--- src/core/ccp_cfg.svh ---
/*
  register offsets, field positions, reset values and mode codes of the
  capture/compare/pwm unit.
  assumes: included by bare name from the core module, the checker and the bench.
*/
`ifndef CCP_CFG_SVH
`define CCP_CFG_SVH

// byte offsets on the register bus
`define CCP_OFF_CTRL1   12'h000
`define CCP_OFF_CTRL2   12'h004
`define CCP_OFF_VAL1    12'h008
`define CCP_OFF_VAL2    12'h00C
`define CCP_OFF_TSRC    12'h010
`define CCP_OFF_STAT    12'h014
`define CCP_OFF_MASK    12'h018

// control field positions
`define CCP_MODE_LSB    0
`define CCP_MODE_MSB    3
`define CCP_DUTY_LSB    4
`define CCP_DUTY_MSB    5

// reset values
`define CCP_CTRL_RST    6'h00
`define CCP_VAL_RST     16'h0000

// mode codes
`define CCP_M_OFF       4'h0
`define CCP_M_RSVD      4'h1
`define CCP_M_TOGGLE    4'h2
`define CCP_M_MSGCAP    4'h3
`define CCP_M_CAPFALL   4'h4
`define CCP_M_CAPRISE   4'h5
`define CCP_M_CAP4      4'h6
`define CCP_M_CAP16     4'h7
`define CCP_M_SETHI     4'h8
`define CCP_M_SETLO     4'h9
`define CCP_M_SWINT     4'hA
`define CCP_M_SPECIAL   4'hB

// edge prescale terminal counts
`define CCP_PRE4_LAST   4'h3
`define CCP_PRE16_LAST  4'hF

`endif

--- src/core/ccp_pkg.sv ---
/*
  types shared by the capture/compare/pwm unit.
  assumes: nothing beyond the config header.
*/
package ccp_pkg;
  // operating class decoded from the mode field
  typedef enum logic [3:0] {
    CCP_CLS_OFF  = 4'b0001,
    CCP_CLS_CAP  = 4'b0010,
    CCP_CLS_CMP  = 4'b0100,
    CCP_CLS_PWM  = 4'b1000
  } ccp_class_e;
endpackage

--- src/core/ccp_unit.sv ---
/*
  capture/compare/pwm block: two units, each with a 16-bit value register
  and a 6-bit control register, reached over axi4-lite.
  assumes: timer values come from logic on clk; capture pins and the
  message-received strobe are asynchronous and synchronised here.
*/
`timescale 1ns/100ps
`include "ccp_cfg.svh"

//------------------------------------------------------------------
// Function
// each unit has one 16-bit register
// unit two lacks message capture, special event
// mode in bits 3..0; 0001 reserved
// mode 0000 off, resets unit state
// 0010 compare toggles pin, sets flag
// 0011 captures on message received, unit one
// 0100..0111 capture falling/rising/4th/16th edge
// 1000 pin low, match forces high
// 1001 pin high, match forces low
// 1010 match sets flag only
// 1011 match sets flag, resets timer
// 11xx pwm, 10-bit duty split
// bits 7..6 read zero; reset zero
// two-bit timer source select field
// capture copies timer, sets flag
// compare match is timer equals register
// duty bits ignored outside pwm
//------------------------------------------------------------------

module ccp_unit #(
  parameter int ADDR_W = 12
) (
  input  wire logic              clk,
  input  wire logic              rst,
  input  wire logic [ADDR_W-1:0] s_axi_awaddr,
  input  wire logic              s_axi_awvalid,
  output logic                   s_axi_awready,
  input  wire logic [31:0]       s_axi_wdata,
  input  wire logic [3:0]        s_axi_wstrb,
  input  wire logic              s_axi_wvalid,
  output logic                   s_axi_wready,
  output logic [1:0]             s_axi_bresp,
  output logic                   s_axi_bvalid,
  input  wire logic              s_axi_bready,
  input  wire logic [ADDR_W-1:0] s_axi_araddr,
  input  wire logic              s_axi_arvalid,
  output logic                   s_axi_arready,
  output logic [31:0]            s_axi_rdata,
  output logic [1:0]             s_axi_rresp,
  output logic                   s_axi_rvalid,
  input  wire logic              s_axi_rready,
  input  wire logic [15:0]       firstTimer,
  input  wire logic [15:0]       thirdTimer,
  input  wire logic [1:0]        capPin,
  input  wire logic              msgReceived,
  output logic [1:0]             cmpPin,
  output logic                   firstTimerReset,
  output logic                   thirdTimerReset,
  output logic                   irq
);

  // elaboration check: the register map needs five address bits
  if (ADDR_W < 5) begin : gAddrCheck
    $error("ADDR_W too small for register map");
  end

  //------------------------------------------------------------------
  // mode decoding
  //------------------------------------------------------------------
  // class of a mode code; the reserved code 0001 decodes as off
  function automatic ccp_pkg::ccp_class_e modeClass(input logic [3:0] m);
    ccp_pkg::ccp_class_e c;
    c = ccp_pkg::CCP_CLS_OFF;
    if (m[3:2] == 2'b11) c = ccp_pkg::CCP_CLS_PWM;
    else if (m[3:2] == 2'b01 || m == `CCP_M_MSGCAP) c = ccp_pkg::CCP_CLS_CAP;
    else if (m[3] || m == `CCP_M_TOGGLE) c = ccp_pkg::CCP_CLS_CMP;
    return c;
  endfunction

  //------------------------------------------------------------------
  // registers
  //------------------------------------------------------------------
  logic [5:0]  ctrl_reg [2];     // duty low bits and mode per unit
  logic [15:0] val_reg  [2];     // capture/compare/duty register
  logic [1:0]  tsrc_reg;         // timer source select
  logic [1:0]  stat_reg;         // sticky unit interrupt flags
  logic [1:0]  mask_reg;         // interrupt enables
  logic [1:0]  pin_reg;          // compare output pins
  logic [2:0]  capSync_reg [2];  // three-stage pin synchronisers
  logic [2:0]  msgSync_reg;      // message strobe synchroniser
  logic [3:0]  preCnt_reg  [2];  // edge prescale counters
  logic [9:0]  pwmCnt_reg  [2];  // pwm period counters
  logic [3:0]  modePrev_reg [2]; // mode seen in the last cycle
  logic        special_reg;      // special event pulse
  logic        awPend_reg;       // write address taken
  logic        wPend_reg;        // write data taken
  logic [ADDR_W-1:0] awAddr_reg; // held write address
  logic [31:0] wData_reg;        // held write data
  logic [3:0]  wStrb_reg;        // held byte strobes

  //------------------------------------------------------------------
  // axi4-lite write channel
  //------------------------------------------------------------------
  // a write fires once both halves are held and no answer is pending;
  // a master that offers one half only leaves it parked here
  wire wrFire = awPend_reg && wPend_reg && !s_axi_bvalid;
  assign s_axi_awready = !awPend_reg && !s_axi_bvalid;
  assign s_axi_wready  = !wPend_reg && !s_axi_bvalid;
  assign s_axi_bresp   = 2'h0;

  // write decode uses the held address
  wire [ADDR_W-1:0] wA = awAddr_reg;
  wire selC1 = wA == ADDR_W'(`CCP_OFF_CTRL1);
  wire selC2 = wA == ADDR_W'(`CCP_OFF_CTRL2);
  wire selV1 = wA == ADDR_W'(`CCP_OFF_VAL1);
  wire selV2 = wA == ADDR_W'(`CCP_OFF_VAL2);
  wire selTs = wA == ADDR_W'(`CCP_OFF_TSRC);
  wire selSt = wA == ADDR_W'(`CCP_OFF_STAT);
  wire selMk = wA == ADDR_W'(`CCP_OFF_MASK);
  // strobe 0 writes the narrow registers, strobe 1 the value high byte
  wire wrLo  = wrFire && wStrb_reg[0];
  wire wrHi  = wrFire && wStrb_reg[1];

  // address and data captured in either order, then one response
  always_ff @(posedge clk) begin
    if (rst) begin
      awPend_reg   <= 1'b0;
      wPend_reg    <= 1'b0;
      awAddr_reg   <= '0;
      wData_reg    <= 32'h0000_0000;
      wStrb_reg    <= 4'h0;
      s_axi_bvalid <= 1'b0;
    end else begin
      if (s_axi_awvalid && s_axi_awready) begin
        awPend_reg <= 1'b1;
        awAddr_reg <= s_axi_awaddr;
      end
      if (s_axi_wvalid && s_axi_wready) begin
        wPend_reg <= 1'b1;
        wData_reg <= s_axi_wdata;
        wStrb_reg <= s_axi_wstrb;
      end
      if (wrFire) begin
        awPend_reg   <= 1'b0;
        wPend_reg    <= 1'b0;
        s_axi_bvalid <= 1'b1;
      end else if (s_axi_bready) begin
        s_axi_bvalid <= 1'b0;
      end
    end
  end

  //------------------------------------------------------------------
  // axi4-lite read channel
  //------------------------------------------------------------------
  // the address is decoded as it arrives, so rdata shows the
  // register contents at the accepting edge
  assign s_axi_arready = !s_axi_rvalid;
  assign s_axi_rresp   = 2'h0;
  wire [ADDR_W-1:0] rA = s_axi_araddr;
  wire [31:0] rdMux =
    // upper control bits zero
    (rA == ADDR_W'(`CCP_OFF_CTRL1)) ? {26'h0, ctrl_reg[0]} :
    (rA == ADDR_W'(`CCP_OFF_CTRL2)) ? {26'h0, ctrl_reg[1]} :
    (rA == ADDR_W'(`CCP_OFF_VAL1))  ? {16'h0, val_reg[0]} :
    (rA == ADDR_W'(`CCP_OFF_VAL2))  ? {16'h0, val_reg[1]} :
    (rA == ADDR_W'(`CCP_OFF_TSRC))  ? {30'h0, tsrc_reg} :
    (rA == ADDR_W'(`CCP_OFF_STAT))  ? {28'h0, pin_reg, stat_reg} :
    (rA == ADDR_W'(`CCP_OFF_MASK))  ? {30'h0, mask_reg} : 32'h0000_0000;

  // read data registered, held until taken
  always_ff @(posedge clk) begin
    if (rst) begin
      s_axi_rvalid <= 1'b0;
      s_axi_rdata  <= 32'h0000_0000;
    end else if (s_axi_arvalid && s_axi_arready) begin
      s_axi_rvalid <= 1'b1;
      s_axi_rdata  <= rdMux;
    end else if (s_axi_rready) begin
      s_axi_rvalid <= 1'b0;
    end
  end

  //------------------------------------------------------------------
  // synchronisers for pins and message strobe
  //------------------------------------------------------------------
  // pins idle low and the stages reset low, so no edge follows reset;
  // only the shift itself reads the first stage
  always_ff @(posedge clk) begin
    if (rst) begin
      capSync_reg[0] <= 3'h0;
      capSync_reg[1] <= 3'h0;
      msgSync_reg    <= 3'h0;
    end else begin
      capSync_reg[0] <= {capSync_reg[0][1:0], capPin[0]};
      capSync_reg[1] <= {capSync_reg[1][1:0], capPin[1]};
      msgSync_reg    <= {msgSync_reg[1:0], msgReceived};
    end
  end

  // msg rising edge: third stage low, second high
  wire msgEvt = msgSync_reg[1] && !msgSync_reg[2];

  //------------------------------------------------------------------
  // timer selection
  //------------------------------------------------------------------
  // bit 1 moves both units to the third timer, code 01 only unit two
  // timer source routing
  wire [15:0] timerSel [2];
  assign timerSel[0] = tsrc_reg[1] ? thirdTimer : firstTimer;
  assign timerSel[1] = (tsrc_reg != 2'b00) ? thirdTimer : firstTimer;
  wire [1:0] useThird = {tsrc_reg != 2'b00, tsrc_reg[1]};

  //------------------------------------------------------------------
  // per-unit event logic
  //------------------------------------------------------------------
  logic [1:0] evt;         // capture or match event
  logic [1:0] capEvt;      // capture event
  logic [1:0] cmpEvt;      // compare match
  logic [1:0] pinNext;     // next output pin value
  logic [1:0] rise;        // synced rising edge
  logic [1:0] fall;        // synced falling edge
  logic [1:0] preHit;      // prescaled edge reached

  // one copy of the event and pin logic per unit
  genvar u;
  generate
    for (u = 0; u < 2; u++) begin : gUnit
      wire [3:0] mode = ctrl_reg[u][`CCP_MODE_MSB:`CCP_MODE_LSB];
      ccp_pkg::ccp_class_e cls;
      assign cls = modeClass(mode);
      wire isCap = cls == ccp_pkg::CCP_CLS_CAP;
      wire isCmp = cls == ccp_pkg::CCP_CLS_CMP;
      wire isPwm = cls == ccp_pkg::CCP_CLS_PWM;
      // the cycle after a control write the new mode is in force: the
      // set-high and set-low modes start their pin from here
      wire newMode = mode != modePrev_reg[u];
      // edges seen between the second and third stages
      assign rise[u] = capSync_reg[u][1] && !capSync_reg[u][2];
      assign fall[u] = !capSync_reg[u][1] && capSync_reg[u][2];
      // prescale terminal count
      assign preHit[u] = (mode == `CCP_M_CAP4 && preCnt_reg[u] == `CCP_PRE4_LAST) ||
                         (mode == `CCP_M_CAP16 && preCnt_reg[u] == `CCP_PRE16_LAST);
      // edge selection
      wire edgeCap = (mode == `CCP_M_CAPFALL && fall[u]) ||
                     (mode == `CCP_M_CAPRISE && rise[u]) ||
                     (rise[u] && preHit[u]);
      // message capture on unit one only
      wire msgCap = (u == 0) && mode == `CCP_M_MSGCAP && msgEvt;
      // capture event
      assign capEvt[u] = isCap && (edgeCap || msgCap);
      // compare match
      assign cmpEvt[u] = isCmp && timerSel[u] == val_reg[u] &&
                         (u == 0 || mode != `CCP_M_SPECIAL);
      // either kind of event raises the unit's flag
      assign evt[u] = capEvt[u] || cmpEvt[u];

      // pwm duty, duty bits only used here
      wire [9:0] duty = {val_reg[u][7:0], ctrl_reg[u][`CCP_DUTY_MSB:`CCP_DUTY_LSB]};

      // next pin level; a forced pin keeps its level until the mode changes
      always_comb begin
        pinNext[u] = pin_reg[u];
        // off clears pin
        if (cls == ccp_pkg::CCP_CLS_OFF) pinNext[u] = 1'b0;
        // toggle on match
        else if (mode == `CCP_M_TOGGLE && cmpEvt[u]) pinNext[u] = !pin_reg[u];
        // initialise low on selection, force high on match
        else if (mode == `CCP_M_SETHI) pinNext[u] = cmpEvt[u] || (!newMode && pin_reg[u]);
        // initialise high on selection, force low on match
        else if (mode == `CCP_M_SETLO) pinNext[u] = !cmpEvt[u] && (newMode || pin_reg[u]);
        // pwm: high while count below duty
        else if (isPwm) pinNext[u] = pwmCnt_reg[u] < duty;
        // software-interrupt mode leaves pin alone
      end

      // pin, prescaler, pwm counter and last mode
      always_ff @(posedge clk) begin
        if (rst) begin
          preCnt_reg[u]   <= 4'h0;
          pwmCnt_reg[u]   <= 10'h000;
          pin_reg[u]      <= 1'b0;
          modePrev_reg[u] <= `CCP_M_OFF;
        end else begin
          pin_reg[u]      <= pinNext[u];
          modePrev_reg[u] <= mode;
          // prescaler cleared outside capture
          // a change between capture kinds keeps the count, so software
          // passes through off to restart the prescaler
          if (!isCap) preCnt_reg[u] <= 4'h0;
          else if (rise[u]) preCnt_reg[u] <= preHit[u] ? 4'h0 : preCnt_reg[u] + 4'h1;
          // free-running period counter, wraps after 1024 clocks
          pwmCnt_reg[u] <= isPwm ? pwmCnt_reg[u] + 10'h001 : 10'h000;
        end
      end
    end
  endgenerate

  //------------------------------------------------------------------
  // control, value, status and mask registers
  //------------------------------------------------------------------
  // software writes land the cycle after the write fires
  always_ff @(posedge clk) begin
    if (rst) begin
      // reset to zero
      ctrl_reg[0] <= `CCP_CTRL_RST;
      ctrl_reg[1] <= `CCP_CTRL_RST;
      val_reg[0]  <= `CCP_VAL_RST;
      val_reg[1]  <= `CCP_VAL_RST;
      tsrc_reg    <= 2'h0;
      stat_reg    <= 2'h0;
      mask_reg    <= 2'h0;
      special_reg <= 1'b0;
    end else begin
      // mode field stored in bits 3..0
      if (wrLo && selC1) ctrl_reg[0] <= wData_reg[5:0];
      if (wrLo && selC2) ctrl_reg[1] <= wData_reg[5:0];
      if (wrLo && selTs) tsrc_reg <= wData_reg[1:0];
      if (wrLo && selMk) mask_reg <= wData_reg[1:0];
      // value register byte writes
      if (wrLo && selV1) val_reg[0][7:0]  <= wData_reg[7:0];
      if (wrHi && selV1) val_reg[0][15:8] <= wData_reg[15:8];
      if (wrLo && selV2) val_reg[1][7:0]  <= wData_reg[7:0];
      if (wrHi && selV2) val_reg[1][15:8] <= wData_reg[15:8];
      // capture overrides software write
      if (capEvt[0]) val_reg[0] <= timerSel[0];
      if (capEvt[1]) val_reg[1] <= timerSel[1];
      // flags: write one clears, event set wins
      stat_reg <= (stat_reg & ~((wrLo && selSt) ? wData_reg[1:0] : 2'h0)) | evt;
      // special event from unit one only; a timer parked on the
      // match value repeats the pulse until the timer is cleared
      special_reg <= cmpEvt[0] && ctrl_reg[0][3:0] == `CCP_M_SPECIAL;
    end
  end

  //------------------------------------------------------------------
  // outputs
  //------------------------------------------------------------------
  assign cmpPin          = pin_reg;
  // reset the timer that unit one compares against
  assign firstTimerReset = special_reg && !useThird[0];
  assign thirdTimerReset = special_reg && useThird[0];
  // level: falls only when the flag is cleared or masked
  assign irq             = |(stat_reg & mask_reg);

endmodule

--- config.mk ---
export PLATFORM = sky130hd
export DESIGN_NAME = ccp_unit
export DESIGN_NICKNAME = d
export VERILOG_FILES = /design/src/core/ccp_pkg.sv /design/src/core/ccp_unit.sv
export VERILOG_INCLUDE_DIRS = /design/src /design/src/core
export SDC_FILE = /design/constraint.sdc
export NUM_CORES = 1
export LEC_CHECK = 0
export BUFFER_PORTS_ARGS = -buffer_cell sky130_fd_sc_hd__buf_2
export CORE_UTILIZATION = 51
export CTS_CLUSTER_SIZE = 12
export DETAILED_ROUTE_END_ITERATION = 7
export GPL_TIMING_DRIVEN = 0
export PLACE_DENSITY_LB_ADDON = 0.05
export SKIP_CTS_REPAIR_TIMING = 1
export SYNTH_ARGS = -nofsm -noshare
export SYNTH_HDL_FRONTEND = slang
export SYNTH_SLANG_ARGS = --single-unit
--- constraint.sdc ---
create_clock -name clk -period 2.23 [get_ports clk]
set_input_delay 0.1115 -clock clk [delete_from_list [all_inputs] [get_ports clk]]
set_output_delay 0.1115 -clock clk [all_outputs]
set_load 0.03 [all_outputs]
Word level (Yosys, flattened, before mapping)
Memories as Yosys holds them, arrays and structs flattened.
Cells that the tools add are included.
Widths: inputs -> output; s select.
- register bits: 78
- bits in writable memories: 86
- output and inout port bits: 46
- logic and storage cells: 286
- memories kept: 6
- add/sub/neg operators: 4
- order comparisons: 2
- equality and inequality tests: 50
- muxes and demuxes: 93
- bitwise logic cells: 24
- reductions and logical operators: 92
- memory list (name ; depth ; width ; read ports ; clocked after memory_dff ; write ports ; RTL line ; RTL):
    val_reg ; 2 ; 16 ; 2 ; 0 ; 2 ; ccp_unit.sv:85 ; logic [15:0] val_reg [2];
    pwmCnt_reg ; 2 ; 10 ; 2 ; 0 ; 2 ; ccp_unit.sv:93 ; logic [9:0] pwmCnt_reg [2];
    ctrl_reg ; 2 ; 6 ; 2 ; 0 ; 2 ; ccp_unit.sv:84 ; logic [5:0] ctrl_reg [2];
    modePrev_reg ; 2 ; 4 ; 2 ; 0 ; 2 ; ccp_unit.sv:94 ; logic [3:0] modePrev_reg [2];
    preCnt_reg ; 2 ; 4 ; 2 ; 0 ; 2 ; ccp_unit.sv:92 ; logic [3:0] preCnt_reg [2];
    capSync_reg ; 2 ; 3 ; 2 ; 0 ; 2 ; ccp_unit.sv:90 ; logic [2:0] capSync_reg [2];
- operators by type and width (kind ; count):
    $mux 16 ; 6
    $eq 12x5->1 const B ; 6
    $mux 8 ; 8
    $mux 1 ; 53
    $eq 12x4->1 const B ; 4
    $logic_and 1x1->1 ; 48
    $mux 4 ; 12
    $eq 4x3->1 const B ; 10
    $mux 10 ; 4
    $eq 4x4->1 const B ; 9
    $eq 16x16->1 ; 2
    $eq 4x2->1 const B ; 8
    $eq 12x3->1 const B ; 2
    $logic_not 12->1 ; 2
    $add 10x1->10 const B ; 2
    $lt 10x10->1 ; 2
    $or 1x1->1 ; 20
    $mux 3 ; 6
    $logic_or 1x1->1 ; 17
    $logic_not 1->1 ; 16
    $mux 6 ; 2
    $add 4x1->4 const B ; 2
    $eq 4x1->1 const B ; 2
    $ne 4x4->1 ; 2
    other kinds (10) ; 20

Depth between registers and ports, before layout
Gate-level depths: netlist of the first run.
An unclocked memory read counts as a cell.
- depth after elaboration: 14
- depth in mapped cells: 10

Worst setup path after synthesis of the first run
OpenSTA, ideal clock, no wires.
- kind: register -> register
- start: mem ctrl_reg[0][0]
- end: mem val_reg[0][5] (data pin)
- arrival: 2142 ps
- data required time: 1963 ps
- path slack: -179 ps
- cell stages (with the launch flop): 9
- path buffers: 2
- period minus slack after synthesis: 2409 ps
- cells stage by stage: edfxtp_1 > buf_2 > or3b_1 > o21a_1 > o22ai_1 > nand2_1 > a211oi_2 > buf_4 > mux2i_1
- RTL lines (item ; RTL line):
    from (decl) ; ccp_unit.sv:84
    to (decl) ; ccp_unit.sv:85

Worst setup path in the final report of the first run
- start: reg tsrc_reg[1]
- end: reg pin_reg[1], in the netlist cmpPin[1]
- cells in the longest elaborated chain, start to end: 10
- elaborated cells on any way between the ends: 13
- those cells by class: eq/ne: 1; mux: 4; reduce/logical: 8
- ends and longest elaborated chain (item ; RTL line ; RTL):
    from (decl) ; ccp_unit.sv:86 ; logic [1:0] tsrc_reg;
    from (signal assigned) ; ccp_unit.sv:319 ; if (wrLo && selTs) tsrc_reg <= wData_reg[1:0];
    $reduce_bool 2->1 * ; n/a ;
    $mux 16 * ; ccp_unit.sv:212 ; assign timerSel[1] = (tsrc_reg != 2'b00) ? thirdTimer : firstTimer;
    $eq 16x16->1 * ; ccp_unit.sv:254 ; assign cmpEvt[u] = isCmp && timerSel[u] == val_reg[u] &&
    $logic_and 1x1->1 * (2 in series) ; ccp_unit.sv:254 ;
    $logic_not 1->1 ; ccp_unit.sv:272 ; else if (mode == `CCP_M_SETLO) pinNext[u] = !cmpEvt[u] && (newMode || pin_reg[u]);
    $logic_and 1x1->1 ; ccp_unit.sv:272 ;
    $mux 1 ; ccp_unit.sv:272 ;
    $mux 1 ; ccp_unit.sv:270 ; else if (mode == `CCP_M_SETHI) pinNext[u] = cmpEvt[u] || (!newMode && pin_reg[u]);
    $mux 1 ; ccp_unit.sv:268 ; else if (mode == `CCP_M_TOGGLE && cmpEvt[u]) pinNext[u] = !pin_reg[u];
    to (signal, indexed assignment) ; ccp_unit.sv:286 ; pin_reg[u] <= pinNext[u];
    to (decl) ; ccp_unit.sv:89 ; logic [1:0] pin_reg;
Every way passes the cells marked *; elsewhere a longest branch is shown, timed or not.
A chain may end at the register's enable or synchronous reset.

==> results of run 1 <==
-- worst min-delay path, stage by stage --
cell	delay (ps)
buf_2	80
nand2_1	90
nand2_1	80
a21oi_1	50
-- area by class of cell --
class                   instances  area share, %
plain buffers                  60           3.80
clock buffers                  19           4.13
clock inverters                13           1.49
inverters                      38           1.36
multi-input cells             659           42.1
flip-flops and latches        148           33.3
well taps                     211           2.52
repair buffers                174           11.4
-- stage by stage --
step / power [uW] / cells / util [%] / area (um^2)
after CTS: 6590 / 1258 / 62.4 / 9510
after floorplan: 3440 / 907 / - / 8110
after detailed placement: 3700 / 1226 / 58.5 / 8920
after global placement: 3700 / 1225 / 58.4 / 8910
after global routing: 6900 / 1322 / 68.8 / 10500
final: 6670 / 1322 / 68.8 / 10500
-- worst paths after layout --
path	startpoint	endpoint	slack [ps]	depth (start not counted)
worst min register to register	msgSync_reg[0]$_SDFF_PP0_	msgSync_reg[1]$_SDFF_PP0_	440	1
worst max register to register	tsrc_reg[1]$_SDFFE_PP0P_	cmpPin[1]$_SDFFE_PP0P_	-370	8
worst max-delay path	tsrc_reg[1]$_SDFFE_PP0P_	cmpPin[1]$_SDFFE_PP0P_	-370	8
worst min-delay path	s_axi_awvalid	awAddr_reg[7]$_SDFFE_PP0P_	30	4
-- logic make-up after synthesis --
family,Yosys count,synth area share [%]
AO/OA/AOI/OAI,167,13.0
XOR/XNOR,51,5.58
adder cells (fa/ha/maj),22,3.44
buffers and inverters,100,6.00
flip-flops,148,43.5
multiplexers,64,8.61
other,1,0.0468
AND/OR/NAND/NOR,335,19.9
-- power by group through the flow --
stage	registers (uW)	logic, uW	clock network, uW
4_1_cts	2960	689	2940
3_5_place_dp	3020	686	0
6_report	2970	791	2910
5_1_grt	2980	855	3070
3_3_place_gp	3020	678	0
2_1_floorplan	3000	445	0
-- per-layer routing --
layer / GRT usage (%) / vias to the layer above / routed length [um]
met1: 37.0 / 3419 / 10300
li1: - / 3518 / -
met2: 46.5 / 261 / 11300
met4: 9.87 / 0 / 598
met5: 0 / - / 0
met3: 5.70 / 46 / 1430
-- cells in the final DEF, fill, tap and decap left out, types with 24 or more instances in the layout --
master / count
buf_2: 110
edfxtp_1: 52
inv_1: 36
a21oi_1: 63
dfxtp_1: 94
nand3_1: 41
nand2_1: 113
xor2_1: 24
buf_4: 41
nor2_1: 73
mux2i_1: 42
dlygate4sd3_1: 36
o21ai_0: 33
==> out/metrics.cfg, run 1 <==
[global_routing]
grt_pass1_wl_um = 34200
track_usage_pct = 28.3
grt_max_degree = 17
grt-ovfl-total = 0
antenna_found_initial = 0
grt_pass1_vias = 6376

[min_path]
hold_path.class = in -> reg

[worst_setup_path]
crit_chain = buf_12 > nor2_4 > o21ai_0 > or3_1 > a221oi_2 > nand2_1 > or4_1 > a32o_1
path_buf_inv = 1
critPathMaxFanout = 10
cp-start-kind = flop
slowest_stage = or4_1
cpLargestDelayFamily = simple AND/OR/NAND/NOR gates
slowest_delay_ps = 510
crit_required_ps = 2550
path_class = reg -> reg
cp-end-kind = flop
crit_arrival_ps = 2920

[floorplan]
initial_core_util_pct = 52.5
die_area_um2 = 16200
die_h_um = 127
rows = 45
io_pins = 148
die_x_um = 127
core_um2 = 15300

[synthesis]
synth_edf_count = 52
synth_warnings = 0
async_flop_share_pct = 0
synth_cells = 888
synth_common_cells = nand2_1, dfxtp_1, nor2_1
synth-seq-area-share_pct = 43.5
synth_flop_cell = dfxtp_1
synth_top_area_share_pct = 24.0
syn_area_um2 = 8010
synth_seq_cells = 148
post-synth-top-area-cell = dfxtp_1
syn_avg_cell_area_um2 = 9.02
synth.most_common_cell = nand2_1
synth_area_leaders = dfxtp_1, edfxtp_1, mux2i_1
ys_types = 68

[finish]
multi_input_area_um2 = 4420
area_growth_pct = 31.0
n_antenna_cell = 0
nNetsFinal = 1222
nFillCells = 1276
largest_register_ffs = 32
regArea_um2 = 3490
drive_gt1_share_pct = 23.9

[timing]
period_share_pct = 117
setup_ws_ps = -371
maxSlewViolCount = 0
relSlewSlack_pct = 32.1
tns_ps = -1220
fin_hold_ws_ps = 32.5
fmax_ghz = 0.384
clock_skew_ps = 7.17
hold_viol_final = 0
min_period_ps = 2600
finalSetupViolCount = 20
rsz0062_at_grt = true
worst_slew_pin_slew_ps = 1010

[power]
swShare_pct = 25.7
p_leak_uw = 0.00415
intPower_uw = 4960
p_seq_share_pct = 44.5
powerDensity_nw_per_um2 = 636
switchingPower_uw = 1710
irDropWorstVdd_mv = 0.566
power_frac_comb_pct = 11.9
clockPowerShare_pct = 43.7

[clock_tree]
cts-root-buf = clkbuf_16
clk_pin_slew_worst_paths_ps = 60
clock-sinks = 148
htree_levels = 4
clock_path_buffers = 2
cts_tree = yes
insertion_delay_ps = 430
cts_buffers = 17

[placed_design]
gp_congestion = 0.929
port_buffers = 107
pre_cts_ws_ps = -720
dp_hpwl_um = 16700

[drt]
ant_nets = 0
firstDrtPassIters = 5
wl_per_cell_um = 17.9
vias_per_cell = 5.48
drc_errors = 0
vias = 7244
totalWireLength_um = 23600
drtIter0Drc = 524

[status]
status = finished, violations left
violations = setup timing

[flow_run]
drv_cap = 0

Note: power is estimated with default switching activity, not from simulation.
==> run 2, diff against run 1 <==
- REMOVE_ABC_BUFFERS: unset -> 1
==> run 2 against run 1 <==
  * The flow still finishes with violations (setup timing)
  * Maximum frequency grew 3.5%
  * Cell count shrank 3.2%
  * Clock skew grew 4.2 ps
  * Setup slack gained 88 ps
  * Core utilization shrank 2.2 points
  * Total power shrank 3.7%
==> out/metrics.cfg, run 2 (synthesis results as in run 1) <==
[power]
powerDensity_nw_per_um2 = 633  ; was 636 nW/um^2
irDropWorstVdd_mv = 0.533  ; was 0.566 mV
fin_total_pwr_uw = 6420  ; was 6670 uW
p_leak_uw = 0.00402  ; was 0.00415 uW

[worst_setup_path]
cp-end-kind = flop  ; unchanged
cpLargestDelayFamily = compound AO/OA/AOI/OAI gates  ; was simple AND/OR/NAND/NOR gates
crit_chain = or2_4 > buf_6 > mux2i_4 > a22o_4 > a2111oi_4 > nand4_1 > a211o_1 > a32o_1  ; was buf_12 > nor2_4 > o21ai_0 > or3_1 > a221oi_2 > nand2_1 > or4_1 > a32o_1
path_buf_inv = 1  ; unchanged
slowest_stage = dfxtp_4  ; was or4_1
critPathMaxFanout = 6  ; was 10
crit_required_ps = 2540  ; was 2550 ps
crit_arrival_ps = 2820  ; was 2920 ps
path_class = reg -> reg  ; unchanged
cp-start-kind = flop  ; unchanged
slowest_delay_ps = 380  ; was 510 ps

[status]
status = finished, violations left  ; unchanged
violations = setup timing  ; unchanged

[placed_design]
port_buffers = 109  ; was 107
placed_cell_area_um2 = 8600  ; was 8920 um^2
gp_congestion = 0.873  ; was 0.929
dp_hpwl_um = 14500  ; was 16700 um

[timing]
worst_slew_pin_slew_ps = 1000  ; was 1010 ps
hold_viol_final = 0  ; unchanged
clock_skew_ps = 11.4  ; was 7.17 ps
maxSlewViolCount = 0  ; unchanged
fmax_ghz = 0.398  ; was 0.384 GHz
relSlewSlack_pct = 33.3  ; was 32.1%
rsz0062_at_grt = true  ; unchanged
finalSetupViolCount = 5  ; was 20
min_period_ps = 2510  ; was 2600 ps
setup_ws_ps = -283  ; was -371 ps
period_share_pct = 113  ; was 117%

[drt]
drtIter0Drc = 601  ; was 524
drc_errors = 0  ; unchanged
vias = 7020  ; was 7244
firstDrtPassIters = 6  ; was 5
totalWireLength_um = 22100  ; was 23600 um
vias_per_cell = 5.48  ; about the same
wl_per_cell_um = 17.2  ; was 17.9 um
ant_nets = 0  ; unchanged

[flow_run]
drv_cap = 0  ; unchanged

[clock_tree]
clock_path_buffers = 2  ; unchanged
htree_levels = 4  ; unchanged
clk_pin_slew_worst_paths_ps = 70  ; was 60 ps
cts_tree = yes  ; unchanged
insertion_delay_ps = 430  ; about the same
clock-sinks = 148  ; unchanged
cts_buffers = 17  ; unchanged
cts-root-buf = clkbuf_16  ; unchanged

[global_routing]
grt-ovfl-total = 0  ; unchanged
grt_pass1_wl_um = 31700  ; was 34200 um
track_usage_pct = 25.9  ; was 28.3%
grt_pass1_vias = 6093  ; was 6376
antenna_found_initial = 0  ; unchanged
grt_max_degree = 88  ; was 17

[finish]
nFillCells = 1297  ; was 1276
n_antenna_cell = 0  ; unchanged
nNetsFinal = 1180  ; was 1222
drive_gt1_share_pct = 22.8  ; was 23.9%
area_growth_pct = 26.8  ; was 31.0%
largest_register_ffs = 32  ; unchanged
final_area_um2 = 10200  ; was 10500 um^2
final_cell_mix = nand2_1, buf_2, dfxtp_1  ; unchanged
final_common_cell = nand2_1  ; unchanged

[floorplan]
rows = 45  ; unchanged
die_area_um2 = 16200  ; unchanged
io_pins = 148  ; unchanged
initial_core_util_pct = 52.5  ; unchanged
die_h_um = 127  ; unchanged
core_um2 = 15300  ; unchanged
die_x_um = 127  ; unchanged

[min_path]
hold_path.class = in -> reg  ; unchanged

==> run 2: cell count changes in the layout (fill, tap and decap cells not counted), moves of 4 or more <==
cell / previous run / this run
mux2i_1: 42 / 46
buf_6: 8 / 4
buf_1: 8 / 0
buf_12: 6 / 1
mux2i_4: 6 / 2
buf_4: 41 / 34
clkbuf_1: 21 / 1
==> run 2: final timing paths <==
kind	slack, ps	from	cells past startpoint	end
worst max register to register	-280	tsrc_reg[1]$_SDFFE_PP0P_	8	cmpPin[1]$_SDFFE_PP0P_
worst max-delay path	-280	tsrc_reg[1]$_SDFFE_PP0P_	8	cmpPin[1]$_SDFFE_PP0P_
worst min register to register	430	capSync_reg[0][0]$_SDFF_PP0_	1	capSync_reg[0][1]$_SDFF_PP0_
worst min-delay path	100	firstTimer[14]	3	val_reg[1][14]$_DFFE_PP_
==> run 2: area by class of cell <==
type / instances / area, um^2 / share of cell area, %
Clock buffer: 18 / 429 / 4.23
Sequential cell: 148 / 3490 / 34.4
Multi-Input combinational cell: 662 / 4400 / 43.3
Clock inverter: 14 / 126 / 1.24
Timing Repair Buffer: 189 / 1300 / 12.8
Inverter: 38 / 143 / 1.40
Tap cell: 211 / 264 / 2.60
==> run 2: power breakdown <==
group          switching, uW  internal [uW]
Combinational            435            290
Clock                   1180           1540
Sequential              90.4           2880
Total                   1710           4720
==> run 2: layer usage <==
metal,share of wire (%),track usage [%]
met1,44,34.4
met2,46,41.0
met3,7.3,6.20
met4,2.5,9.31
met5,0,0
==> run 2: worst register-to-register path: cells and delay by family, from the launching register on <==
| kind | cells | cell delay [ps] |
|---|---|---|
| simple gates | 2 | 560 |
| mux | 1 | 200 |
| compound gates | 4 | 1120 |
| flops | 1 | 380 |
| buf+inv | 1 | 140 |
==> run 2: stage by stage <==
stage                     hold WS [ps]  util, %  worst slack [ps]  setup TNS [ps]  instances
after detailed placement           304     56.4             -1980          -44900       1167
after CTS                         -145     60.0             -1990          -45570       1199
after global routing               107     66.5              -362           -1150       1280
final                             95.4     66.5              -283            -576       1280
after global placement             306     56.0             -1970          -68460       1165
after floorplan                    178        -             -1040          -13500        845
==> run 3, diff against run 2 <==
- TNS_END_PERCENT: unset -> 10
==> run 3 against run 2 <==
  * The flow still finishes with violations (setup timing)
  * Global-route usage did not move
  * Sequential power hardly changed
  * Core utilization is 1.4 points lower
  * Cell count shrank 1.4%
  * Total power decreased by 0.40%
  * Setup slack better by 7.1 ps
  * Sequential share of layout area up 0.74 points
  * Combinational power is 4.1% lower
  * Via count down 1.4%
  * Register-to-register slack barely moved
  * Critical path type unchanged
  * Largest cell class unchanged
  * Largest power group unchanged
==> out/metrics.cfg, run 3 (synthesis results as in run 1) <==
[timing]
worst_slew_pin_slew_ps = 971  ; was 1000 ps
setup_ws_ps = -276  ; was -283 ps
rsz0062_at_grt = true  ; unchanged
clock_skew_ps = 10.8  ; was 11.4 ps
fin_hold_ws_ps = 95.2  ; was 95.4 ps
relSlewSlack_pct = 35.2  ; was 33.3%
fmax_ghz = 0.399  ; was 0.398 GHz
min_period_ps = 2510  ; about the same
maxSlewViolCount = 0  ; unchanged
period_share_pct = 112  ; was 113%
finalSetupViolCount = 32  ; was 5
hold_viol_final = 0  ; unchanged

[drt]
firstDrtPassIters = 5  ; was 6
top_layer = met4  ; unchanged
vias_per_cell = 5.49  ; was 5.48
dr_wl_met2_um = 9730  ; was 10100 um
wl_met3_um = 1440  ; was 1620 um
ant_nets = 0  ; unchanged
wl_per_cell_um = 16.9  ; was 17.2 um
drc_errors = 0  ; unchanged
drtIter0Drc = 535  ; was 601
wl_met1_um = 9650  ; was 9780 um
totalWireLength_um = 21300  ; was 22100 um
vias = 6923  ; was 7020

[clock_tree]
cts_tree = yes  ; unchanged
insertion_delay_ps = 430  ; about the same
clk_pin_slew_worst_paths_ps = 70  ; about the same
clock_path_buffers = 2  ; unchanged
cts_buffers = 17  ; unchanged
htree_levels = 4  ; unchanged
cts-root-buf = clkbuf_16  ; unchanged
clock-sinks = 148  ; unchanged

[finish]
final_area_um2 = 9940  ; was 10200 um^2
largest_register_ffs = 32  ; unchanged
final_common_cell = nand2_1  ; unchanged
final_cell_mix = nand2_1, buf_2, dfxtp_1  ; unchanged
n_antenna_cell = 0  ; unchanged
area_growth_pct = 24.1  ; was 26.8%
drive_gt1_share_pct = 21.1  ; was 22.8%
finish.utilization_pct = 65.1  ; was 66.5%
nNetsFinal = 1162  ; was 1180
layoutNonFillerInstCount = 1262  ; was 1280

[placed_design]
dp_hpwl_um = 14500  ; unchanged
place_inst = 1167  ; unchanged
port_buffers = 109  ; unchanged
placed_cell_area_um2 = 8600  ; unchanged
gp_congestion = 0.873  ; unchanged

[worst_setup_path]
critPathMaxFanout = 6  ; unchanged
slowest_delay_ps = 380  ; about the same
crit_arrival_ps = 2820  ; about the same
cp-start-kind = flop  ; unchanged
path_class = reg -> reg  ; unchanged
crit_chain = or2_4 > buf_6 > mux2i_4 > a22o_4 > a2111oi_4 > nand4_1 > a211o_1 > a32o_1  ; unchanged
crit_required_ps = 2540  ; about the same
cp-end-kind = flop  ; unchanged
slowest_stage = dfxtp_4  ; unchanged

[global_routing]
grt_max_degree = 88  ; unchanged
grt-ovfl-total = 0  ; unchanged
track_usage_pct = 25.9  ; unchanged
grt_pass1_wl_um = 31700  ; unchanged
antenna_found_initial = 0  ; unchanged
grt_pass1_vias = 6093  ; unchanged

[status]
status = finished, violations left  ; unchanged
violations = setup timing  ; unchanged

[floorplan]
core_um2 = 15300  ; unchanged
die_h_um = 127  ; unchanged
io_pins = 148  ; unchanged
initial_core_util_pct = 52.5  ; unchanged
die_area_um2 = 16200  ; unchanged
rows = 45  ; unchanged
die_x_um = 127  ; unchanged

[power]
p_leak_uw = 0.00391  ; was 0.00402 uW
p_seq_share_pct = 46.6  ; was 46.3%
power_frac_comb_pct = 10.9  ; was 11.3%
irDropWorstVdd_mv = 0.515  ; was 0.533 mV
fin_total_pwr_uw = 6400  ; was 6420 uW
swShare_pct = 26.5  ; was 26.6%
intPower_uw = 4700  ; was 4720 uW
powerDensity_nw_per_um2 = 644  ; was 633 nW/um^2
clockPowerShare_pct = 42.6  ; was 42.5%
switchingPower_uw = 1700  ; was 1710 uW

[min_path]
hold_path.class = in -> reg  ; unchanged

[flow_run]
drv_cap = 0  ; unchanged

==> run 3: cell types whose count changed in the layout (fill, tap and decap cells not counted), moves of 2 or more <==
cell,delta
buf_6,-2
o21ai_4,-3
buf_4,-13
o21ai_2,+3
==> run 3: metrics by stage <==
| stage | setup WS [ps] | setup TNS, ps |
|---|---|---|
| floorplan | -1040 | -13500 |
| finish | -276 | -3190 |
| global placement | -1970 | -68460 |
| global route | -349 | -6900 |
| detailed placement | -1980 | -44900 |
| CTS | -1990 | -45570 |
==> run 3: final timing paths <==
check / cells after the start / slack (ps) / start / endpoint
min: 3 / 100 / firstTimer[14] / val_reg[1][14]$_DFFE_PP_
min reg2reg: 1 / 430 / capSync_reg[0][0]$_SDFF_PP0_ / capSync_reg[0][1]$_SDFF_PP0_
max reg2reg: 8 / -280 / tsrc_reg[1]$_SDFFE_PP0P_ / cmpPin[1]$_SDFFE_PP0P_
max: 8 / -280 / tsrc_reg[1]$_SDFFE_PP0P_ / cmpPin[1]$_SDFFE_PP0P_
==> run 3: critical path: cells and delay by family (launching register included) <==
kind                   cells  cell delay [ps]
flip-flops                 1              380
AO/OA/AOI/OAI              4             1120
buffers and inverters      1              140
AND/OR/NAND/NOR            2              550
multiplexers               1              190
==> run 3: area by class of cell <==
| cell class | instances | area [um^2] |
|---|---|---|
| clock buffers | 18 | 429 |
| clock inverters | 14 | 126 |
| fillers | 1307 | 5320 |
| inverters | 38 | 143 |
| multi-input cells | 661 | 4340 |
| flip-flops and latches | 148 | 3490 |
| well taps | 211 | 264 |
| repair buffers | 172 | 1150 |
==> run 3: layer usage <==
metal	vias up	global-route usage [%]
met1	3206	34.4
met2	274	41.0
met5	-	0
li1	3402	-
met4	0	9.31
met3	41	6.20
==> run 3: power by group through the flow <==
| stage | clock network (uW) | registers [uW] | logic, uW |
|---|---|---|---|
| after floorplan | 0 | 3010 | 363 |
| after global placement | 0 | 3030 | 600 |
| after detailed placement | 0 | 3040 | 605 |
| after CTS | 2770 | 2980 | 609 |
| after global routing | 2880 | 2990 | 760 |
| final | 2730 | 2980 | 694 |
